## config.mk

```make
export PLATFORM = sky130hd
export DESIGN_NAME = fbec_top
export DESIGN_NICKNAME = d
export VERILOG_FILES = /design/src/rtl/fbec_pkg.sv /design/src/rtl/fbec_timer.sv /design/src/rtl/fbec_mem.sv /design/src/rtl/fbec_top.sv
export SDC_FILE = /design/constraint.sdc
export NUM_CORES = 1
export LEC_CHECK = 0
export BUFFER_PORTS_ARGS = -buffer_cell sky130_fd_sc_hd__buf_2
export CAP_MARGIN = 20
export CORE_MARGIN = 5
export CORE_UTILIZATION = 45
export DETAILED_ROUTE_END_ITERATION = 8
export HOLD_SLACK_MARGIN = 0.08
export REMOVE_ABC_BUFFERS = 1
export SYNTH_ARGS = -nofsm -noshare
export SYNTH_HDL_FRONTEND = slang
export SYNTH_SLANG_ARGS = --single-unit
export TNS_END_PERCENT = 10
```

## constraint.sdc

```tcl
create_clock -name clk_i -period 2.8 [get_ports clk_i]
set_clock_uncertainty 0.15 [all_clocks]
set_input_delay 0.42 -clock clk_i [delete_from_list [all_inputs] [get_ports clk_i]]
set_output_delay 0.42 -clock clk_i [all_outputs]
set_load 0.01 [all_outputs]
```

## src/rtl/fbec_pkg.sv

```systemverilog
package fbec_pkg;

	// ----------------------------------------
	// Timing
	// ----------------------------------------
	localparam int unsigned CLK_MHZ = 40;
	// Pulse lengths are counted in CPU cycles, quoted at this reference rate
	localparam int unsigned REF_MHZ = 20;
	localparam int unsigned UNLOCK_WAIT_US = 10;
	localparam int unsigned UNLOCK_WAIT_CYC = UNLOCK_WAIT_US * CLK_MHZ;
	localparam int unsigned VERIFY_GAP_US = 4;
	localparam int unsigned VERIFY_GAP_CYC = VERIFY_GAP_US * CLK_MHZ;
	localparam int unsigned PULSE_US_0 = 10;
	localparam int unsigned PULSE_US_1 = 100;
	localparam int unsigned PULSE_US_2 = 1000;
	localparam int unsigned PULSE_US_3 = 10000;
	localparam int unsigned PULSE_CYC_0 = PULSE_US_0 * REF_MHZ;
	localparam int unsigned PULSE_CYC_1 = PULSE_US_1 * REF_MHZ;
	localparam int unsigned PULSE_CYC_2_DEF = PULSE_US_2 * REF_MHZ;
	localparam int unsigned PULSE_CYC_3_DEF = PULSE_US_3 * REF_MHZ;

	// ----------------------------------------
	// Address map
	// ----------------------------------------
	localparam logic [15:0] CTRL_OFS = 16'h0000;
	localparam logic [3:0] ARRAY_PAGE = 4'h1;
	localparam logic [15:0] ERASED_WORD = 16'hffff;

	// ----------------------------------------
	// Control register layout
	// ----------------------------------------
	localparam int unsigned BIT_WE = 0;
	localparam int unsigned BIT_ERASE = 1;
	localparam int unsigned BIT_BUSY = 2;
	localparam int unsigned BIT_ERR = 3;
	localparam int unsigned BIT_VALID = 4;
	localparam int unsigned PLEN_LSB = 5;
	localparam int unsigned BIT_DWORD = 7;
	localparam int unsigned BANK_LSB = 8;
	localparam int unsigned MODE_LSB = 10;
	localparam int unsigned BIT_WMODE = 12;
	localparam int unsigned BIT_HOLD = 15;

	typedef struct packed {
		logic hold;
		logic [1:0] bank;
		logic dword;
		logic [1:0] plen;
		logic erase;
		logic we;
	} fbec_ctrl_t;

	localparam fbec_ctrl_t CTRL_RST = 8'h00;

	typedef enum logic [2:0] {BUS_IDLE = 3'b001, BUS_WAIT = 3'b010, BUS_ACK = 3'b100} fbec_bus_t;
	typedef enum logic [3:0] {LK_STD = 4'b0001, LK_ARMED = 4'b0010, LK_WAIT = 4'b0100, LK_WRITE = 4'b1000} fbec_lock_t;
	typedef enum logic [2:0] {SQ_IDLE = 3'b001, SQ_UPD = 3'b010, SQ_PULSE = 3'b100} fbec_seq_t;
	typedef enum logic [1:0] {VM_NONE = 2'b00, VM_PROG = 2'b01, VM_ERASE = 2'b10} fbec_vmode_t;

endpackage

```

## src/rtl/fbec_timer.sv

```systemverilog
`timescale 1ns/10ps
`default_nettype none
module fbec_timer #(
	parameter int unsigned W = 8
) (
	input wire logic clk_i,
	input wire logic rst_i,
	input wire logic ce_i,
	input wire logic load_i,
	input wire logic [W-1:0] count_i,
	output logic run_o
);
	logic [W-1:0] cnt_ff;
	logic [W-1:0] nxt_cnt;

	if (W < 2) begin : g_bad_w
		$error("fbec_timer: W must be at least 2");
	end

	always_comb begin
		nxt_cnt = cnt_ff;
		if (load_i) begin
			nxt_cnt = count_i;
		end else if (cnt_ff != '0) begin
			nxt_cnt = cnt_ff - 1'b1;
		end
	end

	always_ff @(posedge clk_i) begin
		if (rst_i) begin
			cnt_ff <= '0;
		end else if (ce_i) begin
			cnt_ff <= nxt_cnt;
		end
	end

	assign run_o = (cnt_ff != '0);
endmodule // fbec_timer
`default_nettype wire

```

## src/rtl/fbec_mem.sv

```systemverilog
`timescale 1ns/10ps
`default_nettype none
module fbec_mem #(
	parameter int unsigned DW = 16,
	parameter int unsigned AW = 6
) (
	input wire logic clk_i,
	input wire logic ce_i,
	input wire logic [AW-1:0] rd_adr_i,
	output logic [DW-1:0] rd_dat_o,
	input wire logic wr_en_i,
	input wire logic [AW-1:0] wr_adr_i,
	input wire logic [DW-1:0] wr_dat_i
);
	logic [DW-1:0] mem_ff [2**AW];

	if (AW < 1 || DW < 1) begin : g_bad_size
		$error("fbec_mem: AW and DW must be positive");
	end

	always_ff @(posedge clk_i) begin
		if (ce_i) begin
			if (wr_en_i) begin
				mem_ff[wr_adr_i] <= wr_dat_i;
			end
			rd_dat_o <= mem_ff[rd_adr_i];
		end
	end
endmodule // fbec_mem
`default_nettype wire

```

## src/rtl/fbec_top.sv

```systemverilog
// How it works
// - Four banks; an erase rewrites only the selected bank.
// - Writing mode needs dummy control write, address-equals-data array write, 10 us wait.
// - Control writes only select; bit 0 enables writes, bit 1 picks erase.
// - Bits 6:5 pick pulse length in cycles; code 11 is 10 ms.
// - Bits 9:8 pick the bank to erase.
// - Bit 15 keeps the array in writing mode.
// - Bit 4 reads the supply-valid input.
// - In erase mode any array write starts the erase pulse.
// - Bit 2 reads one while a pulse runs.
// - An ended erase pulse enters erase-verify read mode by itself.
// - Supply loss during a pulse sets sticky error bit 3.
// - Verify reads need two same-address reads 4 us apart.
// - Clearing bit 0 leaves verify mode; array reads normally.
// - Clearing bit 15 returns to standard mode.
// - Control register takes only full 16-bit writes.
// - Doubleword mode pairs two writes to one address, second starts programming.
// - Code 01 gives a 100 us programming pulse.
//
// The Wishbone slave port and the address map were left to the implementer.
`timescale 1ns/10ps
`default_nettype none
module fbec_top #(
	parameter int unsigned AW = 6,
	parameter int unsigned PULSE_CYC_2 = fbec_pkg::PULSE_CYC_2_DEF,
	parameter int unsigned PULSE_CYC_3 = fbec_pkg::PULSE_CYC_3_DEF
) (
	input wire logic clk_i,
	input wire logic rst_i,
	input wire logic ce_i,
	input wire logic wb_cyc_i,
	input wire logic wb_stb_i,
	input wire logic wb_we_i,
	input wire logic [15:0] wb_adr_i,
	input wire logic [3:0] wb_sel_i,
	input wire logic [31:0] wb_dat_i,
	output logic [31:0] wb_dat_o,
	output logic wb_ack_o,
	input wire logic supply_valid_i,
	output logic hv_pulse_o,
	output logic hv_erase_o
);
	import fbec_pkg::*;

	localparam int unsigned BW = AW - 2;
	localparam int unsigned TW = $clog2(PULSE_CYC_3 + 1);
	localparam int unsigned UW = $clog2(UNLOCK_WAIT_CYC + 1);
	localparam int unsigned GW = $clog2(VERIFY_GAP_CYC + 1);

	if (AW < 3 || AW > 9 || PULSE_CYC_0 <= 2**BW || PULSE_CYC_2 < PULSE_CYC_1
		|| PULSE_CYC_3 < PULSE_CYC_2) begin : g_bad_param
		$error("fbec_top: parameters out of range");
	end

	// ----------------------------------------
	// State
	// ----------------------------------------
	fbec_bus_t bus_ff, nxt_bus;
	fbec_lock_t lk_ff, nxt_lk;
	fbec_seq_t seq_ff, nxt_seq;
	fbec_vmode_t vm_ff, nxt_vm;
	fbec_ctrl_t ctrl_ff, nxt_ctrl;
	logic err_ff, nxt_err;
	logic op_erase_ff, nxt_op_erase;
	logic [AW-1:0] upd_ff, nxt_upd, end_ff, nxt_end;
	logic [15:0] lo_ff, nxt_lo, hi_ff, nxt_hi;
	logic pend_ff, nxt_pend;
	logic [AW-1:0] pend_adr_ff, nxt_pend_adr;
	logic vseen_ff, nxt_vseen;
	logic [AW-1:0] vadr_ff, nxt_vadr;
	logic [TW-1:0] pn_ff, nxt_pn;
	logic ack_ff, nxt_ack;
	logic [31:0] dat_ff, nxt_dat;
	logic hv_ff, nxt_hv, hve_ff, nxt_hve;

	logic pulse_load, unlock_load, gap_load;
	logic pulse_run, unlock_run, gap_run;
	logic [15:0] mem_rd;
	logic [AW-1:0] idx;
	logic acc_ctrl, acc_arr, act, full_word, busy, wmode;
	logic [TW-1:0] plen_cyc;

	assign idx = wb_adr_i[AW+1:2];
	assign acc_ctrl = (wb_adr_i[15:2] == CTRL_OFS[15:2]);
	assign acc_arr = (wb_adr_i[15:12] == ARRAY_PAGE) && (wb_adr_i[11:AW+2] == '0);
	assign act = (bus_ff == BUS_WAIT) && wb_cyc_i && wb_stb_i;
	assign full_word = (wb_sel_i[1:0] == 2'b11);
	assign busy = (seq_ff != SQ_IDLE);
	assign wmode = (lk_ff == LK_WRITE);

	always_comb begin
		case (ctrl_ff.plen)
			2'b00: plen_cyc = TW'(PULSE_CYC_0);
			2'b01: plen_cyc = TW'(PULSE_CYC_1);
			2'b10: plen_cyc = TW'(PULSE_CYC_2);
			default: plen_cyc = TW'(PULSE_CYC_3);
		endcase
	end

	fbec_timer #(.W(TW)) u_pulse (.clk_i(clk_i), .rst_i(rst_i), .ce_i(ce_i), .load_i(pulse_load),
		.count_i(plen_cyc), .run_o(pulse_run));
	fbec_timer #(.W(UW)) u_unlock (.clk_i(clk_i), .rst_i(rst_i), .ce_i(ce_i), .load_i(unlock_load),
		.count_i(UW'(UNLOCK_WAIT_CYC)), .run_o(unlock_run));
	fbec_timer #(.W(GW)) u_gap (.clk_i(clk_i), .rst_i(rst_i), .ce_i(ce_i), .load_i(gap_load),
		.count_i(GW'(VERIFY_GAP_CYC)), .run_o(gap_run));

	// Erase rewrites only words of the chosen bank
	fbec_mem #(.DW(16), .AW(AW)) u_array (.clk_i(clk_i), .ce_i(ce_i), .rd_adr_i(idx), .rd_dat_o(mem_rd),
		.wr_en_i(seq_ff == SQ_UPD), .wr_adr_i(upd_ff),
		.wr_dat_i(op_erase_ff ? ERASED_WORD : ((upd_ff == pend_adr_ff) ? lo_ff : hi_ff)));

	// ----------------------------------------
	// Next state
	// ----------------------------------------
	always_comb begin
		nxt_bus = bus_ff;
		nxt_lk = lk_ff;
		nxt_seq = seq_ff;
		nxt_vm = vm_ff;
		nxt_ctrl = ctrl_ff;
		nxt_err = err_ff;
		nxt_op_erase = op_erase_ff;
		nxt_upd = upd_ff;
		nxt_end = end_ff;
		nxt_lo = lo_ff;
		nxt_hi = hi_ff;
		nxt_pend = pend_ff;
		nxt_pend_adr = pend_adr_ff;
		nxt_vseen = vseen_ff;
		nxt_vadr = vadr_ff;
		nxt_pn = pn_ff;
		nxt_ack = 1'b0;
		nxt_dat = dat_ff;
		pulse_load = 1'b0;
		unlock_load = 1'b0;
		gap_load = 1'b0;

		// Supply loss during pulse, set wins over clear
		if (busy && !supply_valid_i) begin
			nxt_err = 1'b1;
		end

		case (seq_ff)
			SQ_UPD: begin
				if (upd_ff == end_ff) begin
					nxt_seq = SQ_PULSE;
				end else begin
					nxt_upd = upd_ff + 1'b1;
				end
			end
			SQ_PULSE: begin
				if (!pulse_run) begin
					nxt_seq = SQ_IDLE;
					nxt_vm = op_erase_ff ? VM_ERASE : VM_PROG;
				end
			end
			default: begin
			end
		endcase

		if (lk_ff == LK_WAIT && !unlock_run) begin
			nxt_lk = LK_WRITE;
		end

		case (bus_ff)
			BUS_IDLE: begin
				if (wb_cyc_i && wb_stb_i) begin
					nxt_bus = BUS_WAIT;
				end
			end
			BUS_WAIT: begin
				nxt_bus = act ? BUS_ACK : BUS_IDLE;
				nxt_ack = act;
				nxt_dat = '0;
				if (act && !wb_we_i) begin
					if (acc_ctrl) begin
						nxt_dat[15:0] = {ctrl_ff.hold, 2'b00, wmode, vm_ff, ctrl_ff.bank, ctrl_ff.dword,
							ctrl_ff.plen, supply_valid_i, err_ff, busy, ctrl_ff.erase, ctrl_ff.we};
					end else if (acc_arr && vm_ff != VM_NONE) begin
						// Second read of same word after gap
						if (vseen_ff && vadr_ff == idx) begin
							nxt_dat[15:0] = gap_run ? 16'h0000 : mem_rd;
						end else begin
							nxt_vseen = 1'b1;
							nxt_vadr = idx;
							gap_load = 1'b1;
						end
					end else if (acc_arr) begin
						nxt_dat[15:0] = mem_rd;
					end
				end else if (act && acc_ctrl && full_word) begin
					case (lk_ff)
						LK_STD, LK_ARMED: begin
							nxt_lk = LK_ARMED;
						end
						LK_WRITE: begin
							if (!busy) begin
								nxt_ctrl.we = wb_dat_i[BIT_WE];
								nxt_ctrl.erase = wb_dat_i[BIT_ERASE];
								nxt_ctrl.plen = wb_dat_i[PLEN_LSB+1:PLEN_LSB];
								nxt_ctrl.dword = wb_dat_i[BIT_DWORD];
								nxt_ctrl.bank = wb_dat_i[BANK_LSB+1:BANK_LSB];
								nxt_ctrl.hold = wb_dat_i[BIT_HOLD];
								if (wb_dat_i[BIT_ERR] && !(busy && !supply_valid_i)) begin
									nxt_err = 1'b0;
								end
								if (!wb_dat_i[BIT_WE]) begin
									nxt_vm = VM_NONE;
									nxt_pend = 1'b0;
								end
								if (!wb_dat_i[BIT_HOLD]) begin
									nxt_lk = LK_STD;
									nxt_ctrl.we = 1'b0;
									nxt_vm = VM_NONE;
									nxt_pend = 1'b0;
								end
							end
						end
						default: begin
						end
					endcase
				end else if (act && acc_ctrl) begin
					if (lk_ff == LK_ARMED) begin
						nxt_lk = LK_STD;
					end
				end else if (act && acc_arr) begin
					if (lk_ff == LK_ARMED) begin
						if (wb_dat_i[15:0] == wb_adr_i) begin
							nxt_lk = LK_WAIT;
							unlock_load = 1'b1;
						end else begin
							nxt_lk = LK_STD;
						end
					end else if (wmode && ctrl_ff.we && !busy) begin
						if (ctrl_ff.erase) begin
							// Erase start on any array write
							nxt_upd = {ctrl_ff.bank, {BW{1'b0}}};
							nxt_end = {ctrl_ff.bank, {BW{1'b1}}};
							nxt_op_erase = 1'b1;
							nxt_seq = SQ_UPD;
						end else if (ctrl_ff.dword && !(pend_ff && pend_adr_ff == idx)) begin
							nxt_pend = 1'b1;
							nxt_pend_adr = idx;
							nxt_lo = wb_dat_i[15:0];
						end else begin
							// A write with doubleword off, or the second write of a pair, starts programming
							nxt_upd = ctrl_ff.dword ? pend_adr_ff : idx;
							nxt_end = ctrl_ff.dword ? pend_adr_ff + 1'b1 : idx;
							nxt_pend_adr = ctrl_ff.dword ? pend_adr_ff : idx;
							nxt_lo = ctrl_ff.dword ? lo_ff : wb_dat_i[15:0];
							nxt_hi = wb_dat_i[15:0];
							nxt_pend = 1'b0;
							nxt_op_erase = 1'b0;
							nxt_seq = SQ_UPD;
						end
						if (nxt_seq == SQ_UPD) begin
							pulse_load = 1'b1;
							nxt_pn = plen_cyc;
							nxt_vm = VM_NONE;
							nxt_vseen = 1'b0;
						end
					end
				end
			end
			default: begin
				nxt_bus = BUS_IDLE;
			end
		endcase

		nxt_hv = (nxt_seq != SQ_IDLE);
		nxt_hve = (nxt_seq != SQ_IDLE) && nxt_op_erase;
	end

	always_ff @(posedge clk_i) begin
		if (rst_i) begin
			bus_ff <= BUS_IDLE;
			lk_ff <= LK_STD;
			seq_ff <= SQ_IDLE;
			vm_ff <= VM_NONE;
			ctrl_ff <= CTRL_RST;
			err_ff <= 1'b0;
			op_erase_ff <= 1'b0;
			upd_ff <= '0;
			end_ff <= '0;
			lo_ff <= '0;
			hi_ff <= '0;
			pend_ff <= 1'b0;
			pend_adr_ff <= '0;
			vseen_ff <= 1'b0;
			vadr_ff <= '0;
			pn_ff <= '0;
			ack_ff <= 1'b0;
			dat_ff <= '0;
			hv_ff <= 1'b0;
			hve_ff <= 1'b0;
		end else if (ce_i) begin
			bus_ff <= nxt_bus;
			lk_ff <= nxt_lk;
			seq_ff <= nxt_seq;
			vm_ff <= nxt_vm;
			ctrl_ff <= nxt_ctrl;
			err_ff <= nxt_err;
			op_erase_ff <= nxt_op_erase;
			upd_ff <= nxt_upd;
			end_ff <= nxt_end;
			lo_ff <= nxt_lo;
			hi_ff <= nxt_hi;
			pend_ff <= nxt_pend;
			pend_adr_ff <= nxt_pend_adr;
			vseen_ff <= nxt_vseen;
			vadr_ff <= nxt_vadr;
			pn_ff <= nxt_pn;
			ack_ff <= nxt_ack;
			dat_ff <= nxt_dat;
			hv_ff <= nxt_hv;
			hve_ff <= nxt_hve;
		end
	end

	assign wb_ack_o = ack_ff;
	assign wb_dat_o = dat_ff;
	assign hv_pulse_o = hv_ff;
	assign hv_erase_o = hve_ff;

	// ----------------------------------------
	// Checks
	// ----------------------------------------
	logic [UW:0] wait_cnt_ff;
	logic [TW:0] busy_cnt_ff;
	always_ff @(posedge clk_i) begin
		if (rst_i) begin
			wait_cnt_ff <= '0;
			busy_cnt_ff <= '0;
		end else if (ce_i) begin
			wait_cnt_ff <= (lk_ff == LK_WAIT) ? wait_cnt_ff + 1'b1 : '0;
			busy_cnt_ff <= busy ? busy_cnt_ff + 1'b1 : '0;
		end
	end

	a_no_pulse_locked: assert property (@(posedge clk_i) disable iff (rst_i)
		$rose(busy) |-> $past(ctrl_ff.we) && $past(lk_ff) == LK_WRITE)
		else $error("pulse started with writes disabled");
	a_start_on_array: assert property (@(posedge clk_i) disable iff (rst_i)
		$rose(busy) |-> $past(act && acc_arr && wb_we_i))
		else $error("pulse started without array write");
	a_unlock_wait_len: assert property (@(posedge clk_i) disable iff (rst_i)
		($past(lk_ff) == LK_WAIT && lk_ff == LK_WRITE) |-> wait_cnt_ff > UNLOCK_WAIT_CYC)
		else $error("writing mode entered before unlock wait");
	a_pulse_len_exact: assert property (@(posedge clk_i) disable iff (rst_i || !ce_i)
		$fell(busy) |-> busy_cnt_ff == pn_ff + 1'b1)
		else $error("pulse length differs from selected code");
	a_erase_verify_entry: assert property (@(posedge clk_i) disable iff (rst_i)
		($fell(busy) && op_erase_ff) |-> vm_ff == VM_ERASE)
		else $error("erase-verify mode not entered");
	a_supply_err_set: assert property (@(posedge clk_i) disable iff (rst_i || !ce_i)
		(busy && !supply_valid_i) |=> err_ff ##1 err_ff)
		else $error("supply error not flagged");
	a_bank_only_write: assert property (@(posedge clk_i) disable iff (rst_i)
		(seq_ff == SQ_UPD && op_erase_ff) |-> upd_ff[AW-1:BW] == ctrl_ff.bank)
		else $error("erase touched another bank");
	a_partial_ignored: assert property (@(posedge clk_i) disable iff (rst_i || !ce_i)
		(act && acc_ctrl && wb_we_i && !full_word)
		|=> ctrl_ff == $past(ctrl_ff) && (lk_ff != LK_WAIT || $past(lk_ff) == LK_WAIT))
		else $error("partial control write took effect");
	a_hold_clear_exit: assert property (@(posedge clk_i) disable iff (rst_i || !ce_i)
		(act && acc_ctrl && wb_we_i && full_word && wmode && !busy && !wb_dat_i[BIT_HOLD])
		|=> lk_ff == LK_STD && vm_ff == VM_NONE)
		else $error("writing mode kept after hold cleared");
	a_verify_gap_read: assert property (@(posedge clk_i) disable iff (rst_i)
		(act && acc_arr && !wb_we_i && vm_ff != VM_NONE && gap_run) |=> wb_ack_o && wb_dat_o == '0)
		else $error("verify read returned data before gap");

	c_erase_done: cover property (@(posedge clk_i) disable iff (rst_i) $fell(busy) && op_erase_ff);
	c_dword_start: cover property (@(posedge clk_i) disable iff (rst_i) $rose(busy) && ctrl_ff.dword);
	c_unlocked: cover property (@(posedge clk_i) disable iff (rst_i) $rose(wmode));
endmodule // fbec_top
`default_nettype wire

```

==> results of run 1 <==
-- where the power goes --
group          total [uW]  internal, uW  switching (uW)
Clock               15100          8620            6510
Combinational        3680          1600            2080
Sequential          19500         19300             218
-- tightest hold or removal path, stage by stage --
cell     delay [ps]
buf_8           160
buf_12          190
nand2_1          50
a21oi_1          50
-- final cells by class --
cell class | instances | area, um2 | area share
multi-input cells | 1244 | 12400 | 0.224
clock buffers | 142 | 3110 | 0.0562
diodes | 1 | 2.50 | 0.0000452
repair buffers | 364 | 3490 | 0.0631
inverters | 16 | 60.1 | 0.00109
clock inverters | 80 | 619 | 0.0112
flip-flops and latches | 1174 | 33900 | 0.613
well taps | 1380 | 1730 | 0.0312
-- through the flow --
stage                     worst slack [ps]  setup TNS, ps  instances
after detailed placement              -301         -10040       4152
after global placement                -299          -6420       4152
after CTS                             27.8              0       4399
after floorplan                      -1090       -1120490       2434
final                                -85.0          -2040       4401
after global routing                  -139         -12490       4400
-- metal layers --
layer | GRT usage | up-vias | share of wire
li1 | - | 11200 | -
met1 | 0.297 | 13700 | 0.41
met4 | 0.0613 | 0 | 0.027
met2 | 0.353 | 1108 | 0.49
met5 | 0 | - | 0
met3 | 0.0357 | 178 | 0.075
-- cells in the mapped netlist, types with 5 or more instances --
library cell	n
clkbuf_1	96
mux4_2	296
nand2b_1	12
nand4_1	18
xor2_1	19
nand2_1	148
a222oi_1	14
and3_1	6
nor3_1	43
buf_2	41
a211oi_1	21
nor4_1	16
o221ai_1	8
buf_4	18
edfxtp_1	1040
o21ai_0	20
nand3_1	21
mux2i_1	46
a31oi_1	11
buf_1	18
xnor2_1	32
inv_1	16
o211ai_1	8
a211o_1	16
or3_1	10
nand3b_1	7
a22oi_1	16
o22ai_1	15
ha_1	12
a21oi_1	110
nor2b_1	28
or2_2	8
o31ai_1	5
dfxtp_1	134
and2_1	7
nor2_1	150
nor3b_1	11
or4_1	6
o21ai_1	14
-- flip-flops by register name, indices dropped and copies added, names as in the netlist, 8 cells and up --
register / cells
ctrl_ff: 8
hi_ff: 16
lo_ff: 16
u_array.mem_ff: 1024
u_array.rd_dat_o: 16
u_gap.cnt_ff: 8
u_pulse.cnt_ff: 18
u_unlock.cnt_ff: 9
wb_dat_o: 16
-- worst paths after layout --
kind	slack [ps]	endpoint	startpoint
worst max-delay path	-80	u_array.mem_ff[48][1]	seq_ff[0]
worst min-delay path	150	pend_adr_ff[1]	wb_adr_i[3]
worst max register to register	-80	u_array.mem_ff[48][1]	seq_ff[0]
worst min register to register	300	hi_ff[2]	hi_ff[2]
-- what timing repair did --
item / in CTS / in global routing
hold buffers: 25 / 0
endpoints found under the setup margin: 2 / 337
hold endpoints to repair: 51 / 0
pin swaps: 1 / 1
buffers inserted: 0 / 1
resized for setup: 1 / 4
-- cell families after synthesis --
logic type / count (synthesis) / synth area share
AO/OA/AOI/OAI: 306 / 0.0434
buffers and inverters: 190 / 0.0178
other: 1 / 0.0000797
flip-flops: 1174 / 0.721
multiplexers: 342 / 0.151
AND/OR/NAND/NOR: 517 / 0.0537
XOR/XNOR: 51 / 0.00949
adder cells (fa/ha/maj): 12 / 0.00319
==> results by group, run 1 <==
Status
  • Status: finished with violations
  • Failing checks: setup timing

Clock tree
  • TritonCTS clock tree: built
  • TritonCTS buffer count: approximately 120
  • Worst-path clk slew: about 60 ps
  • Clk sinks: 1174
  • Clk Latency, worst-skew pair: around 690 ps
  • H-tree depth: 3
  • Clk root buf: clkbuf_16
  • CTS Buffer Depth: 3

STA
  • Final hold violations: 0
  • Final slew viol count: 0
  • Fmax: around 350 MHz
  • Worst-margin pin slew: approximately 970 ps
  • Hold_ws: about 150 ps
  • Rel. slew slack: 0.343
  • Worst setup margin: -85.0 ps
  • RSZ-0062 raised after global routing: true
  • Final setup fails: 53
  • Post-layout min period: ~2900 ps
  • Tcrit/Tclk final: 1.03

Routing
  • DR DRC count: 0
  • Antenna viol nets, final: 0
  • DR pass1 iterations: 8
  • Initial drt markers: between 3k and 4k
  • WL/cell: between 20 and 30 um
  • Routed wire length: 120 mm
  • Vias: 26.2k
  • Via density: about 6.0

Power
  • Leak: about 0.019 uW
  • Peak supply drop: around 0.45 mV
  • Pwr Total: between 30000 and 40000 uW
  • Cell Pwr Density: between 600 and 700 nW/um2

Synth
  • Distinct cells, synth: just over 80
  • Post-synth EDFFs: 1040
  • Largest cells by area after synthesis: edfxtp_1, mux4_2, dfxtp_1
  • Mapped Area: about 47000 um2
  • Post-Synthesis Cells: 2593
  • Area leader, netlist: edfxtp_1
  • Ys Warns: 0
  • Sequential share of the synthesized area: 0.721
  • Predominant post-synthesis flop cell: edfxtp_1
  • Post-synthesis async set-or-reset flop share: 0
  • Syn Area/Cell: 18.1 um2
  • #FFs+latches synth: between 1k and 1.5k
  • Area share of the largest cell type after synthesis: 0.664

Finish
  • Commonest non-fill, non-tap cell in the layout: edfxtp_1
  • Share of layout cells above drive strength 1: 0.284
  • Commonest cells after routing, fill and taps aside: edfxtp_1, mux4_2, buf_4
  • Nets: 2989
  • Final Cell Area: approximately 55000 um2
  • Post-layout util: 0.534
  • P&R area growth vs syn: 17.6%
  • Fillers: 8134

Placed design
  • Dpl hpwl: approximately 73 mm
  • Area after DPL: 51300 um2
  • Port Buffers: a little under 60
  • GP Congestion: a little under 0.9

Global route
  • First-pass GRT wire length: about 180 mm
  • Vias in the first global route: between 20k and 30k
  • Largest net degree at the start of global routing: 128
  • Antenna violations before repair: 2
  • Remaining Overflow, GRT: 0
  • Total GRT Usage: 0.213

Setup path
  • CP max-delay cell: nand2_1
  • Setup Crit Path Kind: flip-flop to flip-flop
  • Startpoint types: flip-flop
  • Worst Path Arrival: 3090 ps
  • R2R depth: 7
  • Crit path max-delay family: simple AND/OR/NAND/NOR gates
  • Crit path required time: ~3000 ps
  • Crit end category: flip-flop
  • Most frequent CP cell: nor2_1
  • Critical Path Stages: 7
  • Delay of the slowest cell on the worst path: 540 ps
  • CP Max Fanout: 13
  • CP bufs+invs: 1
  • Crit-path cells: nand2b_1 -> nor2_1 -> nand2_1 -> nor2_1 -> nand2_1 -> nor2_1 -> buf_4

Floorplan
  • Site Rows: 118
  • Die footprint: 111000 um2
  • Starting Density: 0.454
  • Core area: ~100000 um2
  • IO Pins: 94
  • Die height: 333 um
  • Die Wd: about 330 um

Job
  • Maxcap violations: 0

Hold path
  • WHS Path Cells: 4
  • HP Class: primary input to flip-flop
Note: power is estimated with default switching activity, not from simulation.
==> run 2: changes to the inputs <==
--- a/config.mk
+++ b/config.mk
@@ -15,4 +15,3 @@
 export SYNTH_ARGS = -nofsm -noshare
 export SYNTH_HDL_FRONTEND = slang
 export SYNTH_SLANG_ARGS = --single-unit
-export TNS_END_PERCENT = 10
==> run 2 against run 1 <==
Compared with the run above:
- the flow still finishes with violations (setup timing)
- worst hold slack improved by 1.3 ps
- register-to-register slack about the same
- cell count increased by 0.14%
- critical path depth unchanged
- via count about the same
- non-clock buffer count increased by 6
- global-route usage unchanged
- maximum frequency decreased by 0.12%
- first-iteration DRC count decreased by 0.55%
==> results by group, run 2 (synthesized netlist as in run 1, its figures left out) <==
Placed design
  • GP Congestion: 0.889
  • Inst Count DP: a little over 4k
  • Area after DPL: between 50000 and 60000 um2
  • Dpl hpwl: 73.4 mm
  • Port Buffers: 59

Floorplan
  • IO Pins: between 90 and 100
  • Die footprint: ~110000 um2
  • Die Wd: between 300 and 400 um
  • Die height: between 300 and 400 um
  • Starting Density: 0.454
  • Site Rows: 118
  • Core area: about 100000 um2

Clock tree
  • TritonCTS clock tree: built
  • Clk Latency, worst-skew pair: 690 ps
  • Clk root buf: clkbuf_16
  • Clk sinks: approximately 1.2k
  • CTS Buffer Depth: 3
  • H-tree depth: 3
  • TritonCTS buffer count: approximately 120
  • Worst-path clk slew: around 60 ps

STA
  • Worst-margin pin slew: 951 ps
  • RSZ-0062 raised after global routing: true
  • Final slew viol count: 0
  • Rel. slew slack: 0.357
  • Fmax: 346 MHz
  • Tcrit/Tclk final: 1.03
  • Final setup fails: 56
  • Final hold violations: 0
  • Worst setup margin: -88.5 ps
  • Hold_ws: 148 ps
  • Post-layout min period: between 2000 and 3000 ps

Routing
  • Initial drt markers: slightly above 3k
  • DR DRC count: 0
  • Via density: between 5 and 6
  • Routed wire length: roughly 120 mm
  • Antenna viol nets, final: 0
  • WL/cell: 27.2 um
  • DR pass1 iterations: 6
  • Vias: 26.2k

Power
  • Leak: between 0.015 and 0.02 uW
  • Switching Power: around 8900 uW
  • Cell Pwr Density: a little under 700 nW/um2
  • Flop pwr share: 0.508
  • Sw frac: 0.230
  • Clock share of power: 0.393
  • Internal power: around 30000 uW
  • Combinational cell fraction of total power: 0.099
  • Peak supply drop: between 0.4 and 0.5 mV

Global route
  • First-pass GRT wire length: between 150 and 200 mm
  • Vias in the first global route: roughly 27k
  • Largest net degree at the start of global routing: 128
  • Remaining Overflow, GRT: 0
  • Total GRT Usage: 0.213
  • Antenna violations before repair: 2

Setup path
  • Worst Path Arrival: between 3000 and 4000 ps
  • Crit end category: flip-flop
  • Setup Crit Path Kind: flip-flop to flip-flop
  • Startpoint types: flip-flop
  • CP Max Fanout: 13
  • Crit path required time: 3010 ps

Finish
  • Final Cell Area: roughly 55000 um2
  • Commonest non-fill, non-tap cell in the layout: edfxtp_1
  • P&R area growth vs syn: 17.8%
  • Layout Cells excl Fill: 4407
  • Most flop-heavy register: u_array.mem_ff
  • Share of layout cells above drive strength 1: 0.287
  • Max FFs per register: roughly 1.0k
  • Biggest regs: u_array.mem_ff x1024, u_pulse.cnt_ff x18
  • Commonest cells after routing, fill and taps aside: edfxtp_1, mux4_2, buf_4
  • Post-layout util: 0.535
  • Nets: between 2k and 3k
  • Fillers: 8130

Status
  • Status: finished with violations
  • Failing checks: setup timing

Job
  • Maxcap violations: 0

Hold path
  • HP Class: primary input to flip-flop
==> run 2: changes by cell type in the layout (fill, tap and decap cells not counted), sizes merged <==
cell | before | now
buf | 339 | 345
==> run 2: worst paths after layout <==
| path | startpoint | endpoint | slack (ps) | depth (start not counted) |
|---|---|---|---|---|
| worst max-delay path | seq_ff[0] | u_array.mem_ff[50][1] | -90 | 7 |
| worst max register to register | seq_ff[0] | u_array.mem_ff[50][1] | -90 | 7 |
| worst min-delay path | wb_adr_i[3] | pend_adr_ff[1] | 150 | 4 |
| worst min register to register | hi_ff[2] | hi_ff[2] | 300 | 2 |
==> run 2: worst max-delay path, cell delays in order (launching register included) <==
cell and delay (ps):
dfxtp_1 340, nand2b_1 210, nor2_1 250, nand2_1 110
nor2_1 290, nand2_1 540, nor2_1 320, buf_4 330
==> run 2: per-layer routing <==
layer | global-route usage | routed length, um
met4 | 0.0613 | 3250
met1 | 0.297 | 49000
met3 | 0.0357 | 8640
met5 | 0 | 0
met2 | 0.353 | 58800
==> run 2: cell type report <==
| cell class | count | area [um2] | area share |
|---|---|---|---|
| flip-flops and latches | 1174 | 33900 | 0.612 |
| multi-input cells | 1244 | 12400 | 0.224 |
| repair buffers | 370 | 3550 | 0.0641 |
| clock buffers | 142 | 3110 | 0.0561 |
| well taps | 1380 | 1730 | 0.0312 |
| clock inverters | 80 | 619 | 0.0112 |
| inverters | 16 | 60.1 | 0.00108 |
| diodes | 1 | 2.50 | 0.0000452 |
==> run 2: metrics by stage <==
step	setup slack [ps]	power, uW	setup TNS [ps]
2_1_floorplan	-1090	21800	-1120490
3_3_place_gp	-299	23300	-6420
3_5_place_dp	-301	23500	-10040
4_1_cts	27.8	38600	0
5_1_grt	-139	39900	-12470
6_report	-88.5	38500	-2180
==> run 2: power groups by stage <==
stage | clock, uW | combinational [uW] | sequential, uW
final | 15100 | 3800 | 19500
after global routing | 16200 | 4120 | 19500
after CTS | 15500 | 3660 | 19500
after detailed placement | 0 | 3610 | 19900
after global placement | 0 | 3480 | 19900
after floorplan | 0 | 1960 | 19800
==> run 2: timing repair <==
item,in CTS,in global routing
gates resized for setup,1,12
buffers inserted,0,7
hold endpoints to repair,51,0
hold buffers,25,0
endpoints found under the setup margin,2,337
cloned,0,0
pin swaps,1,5
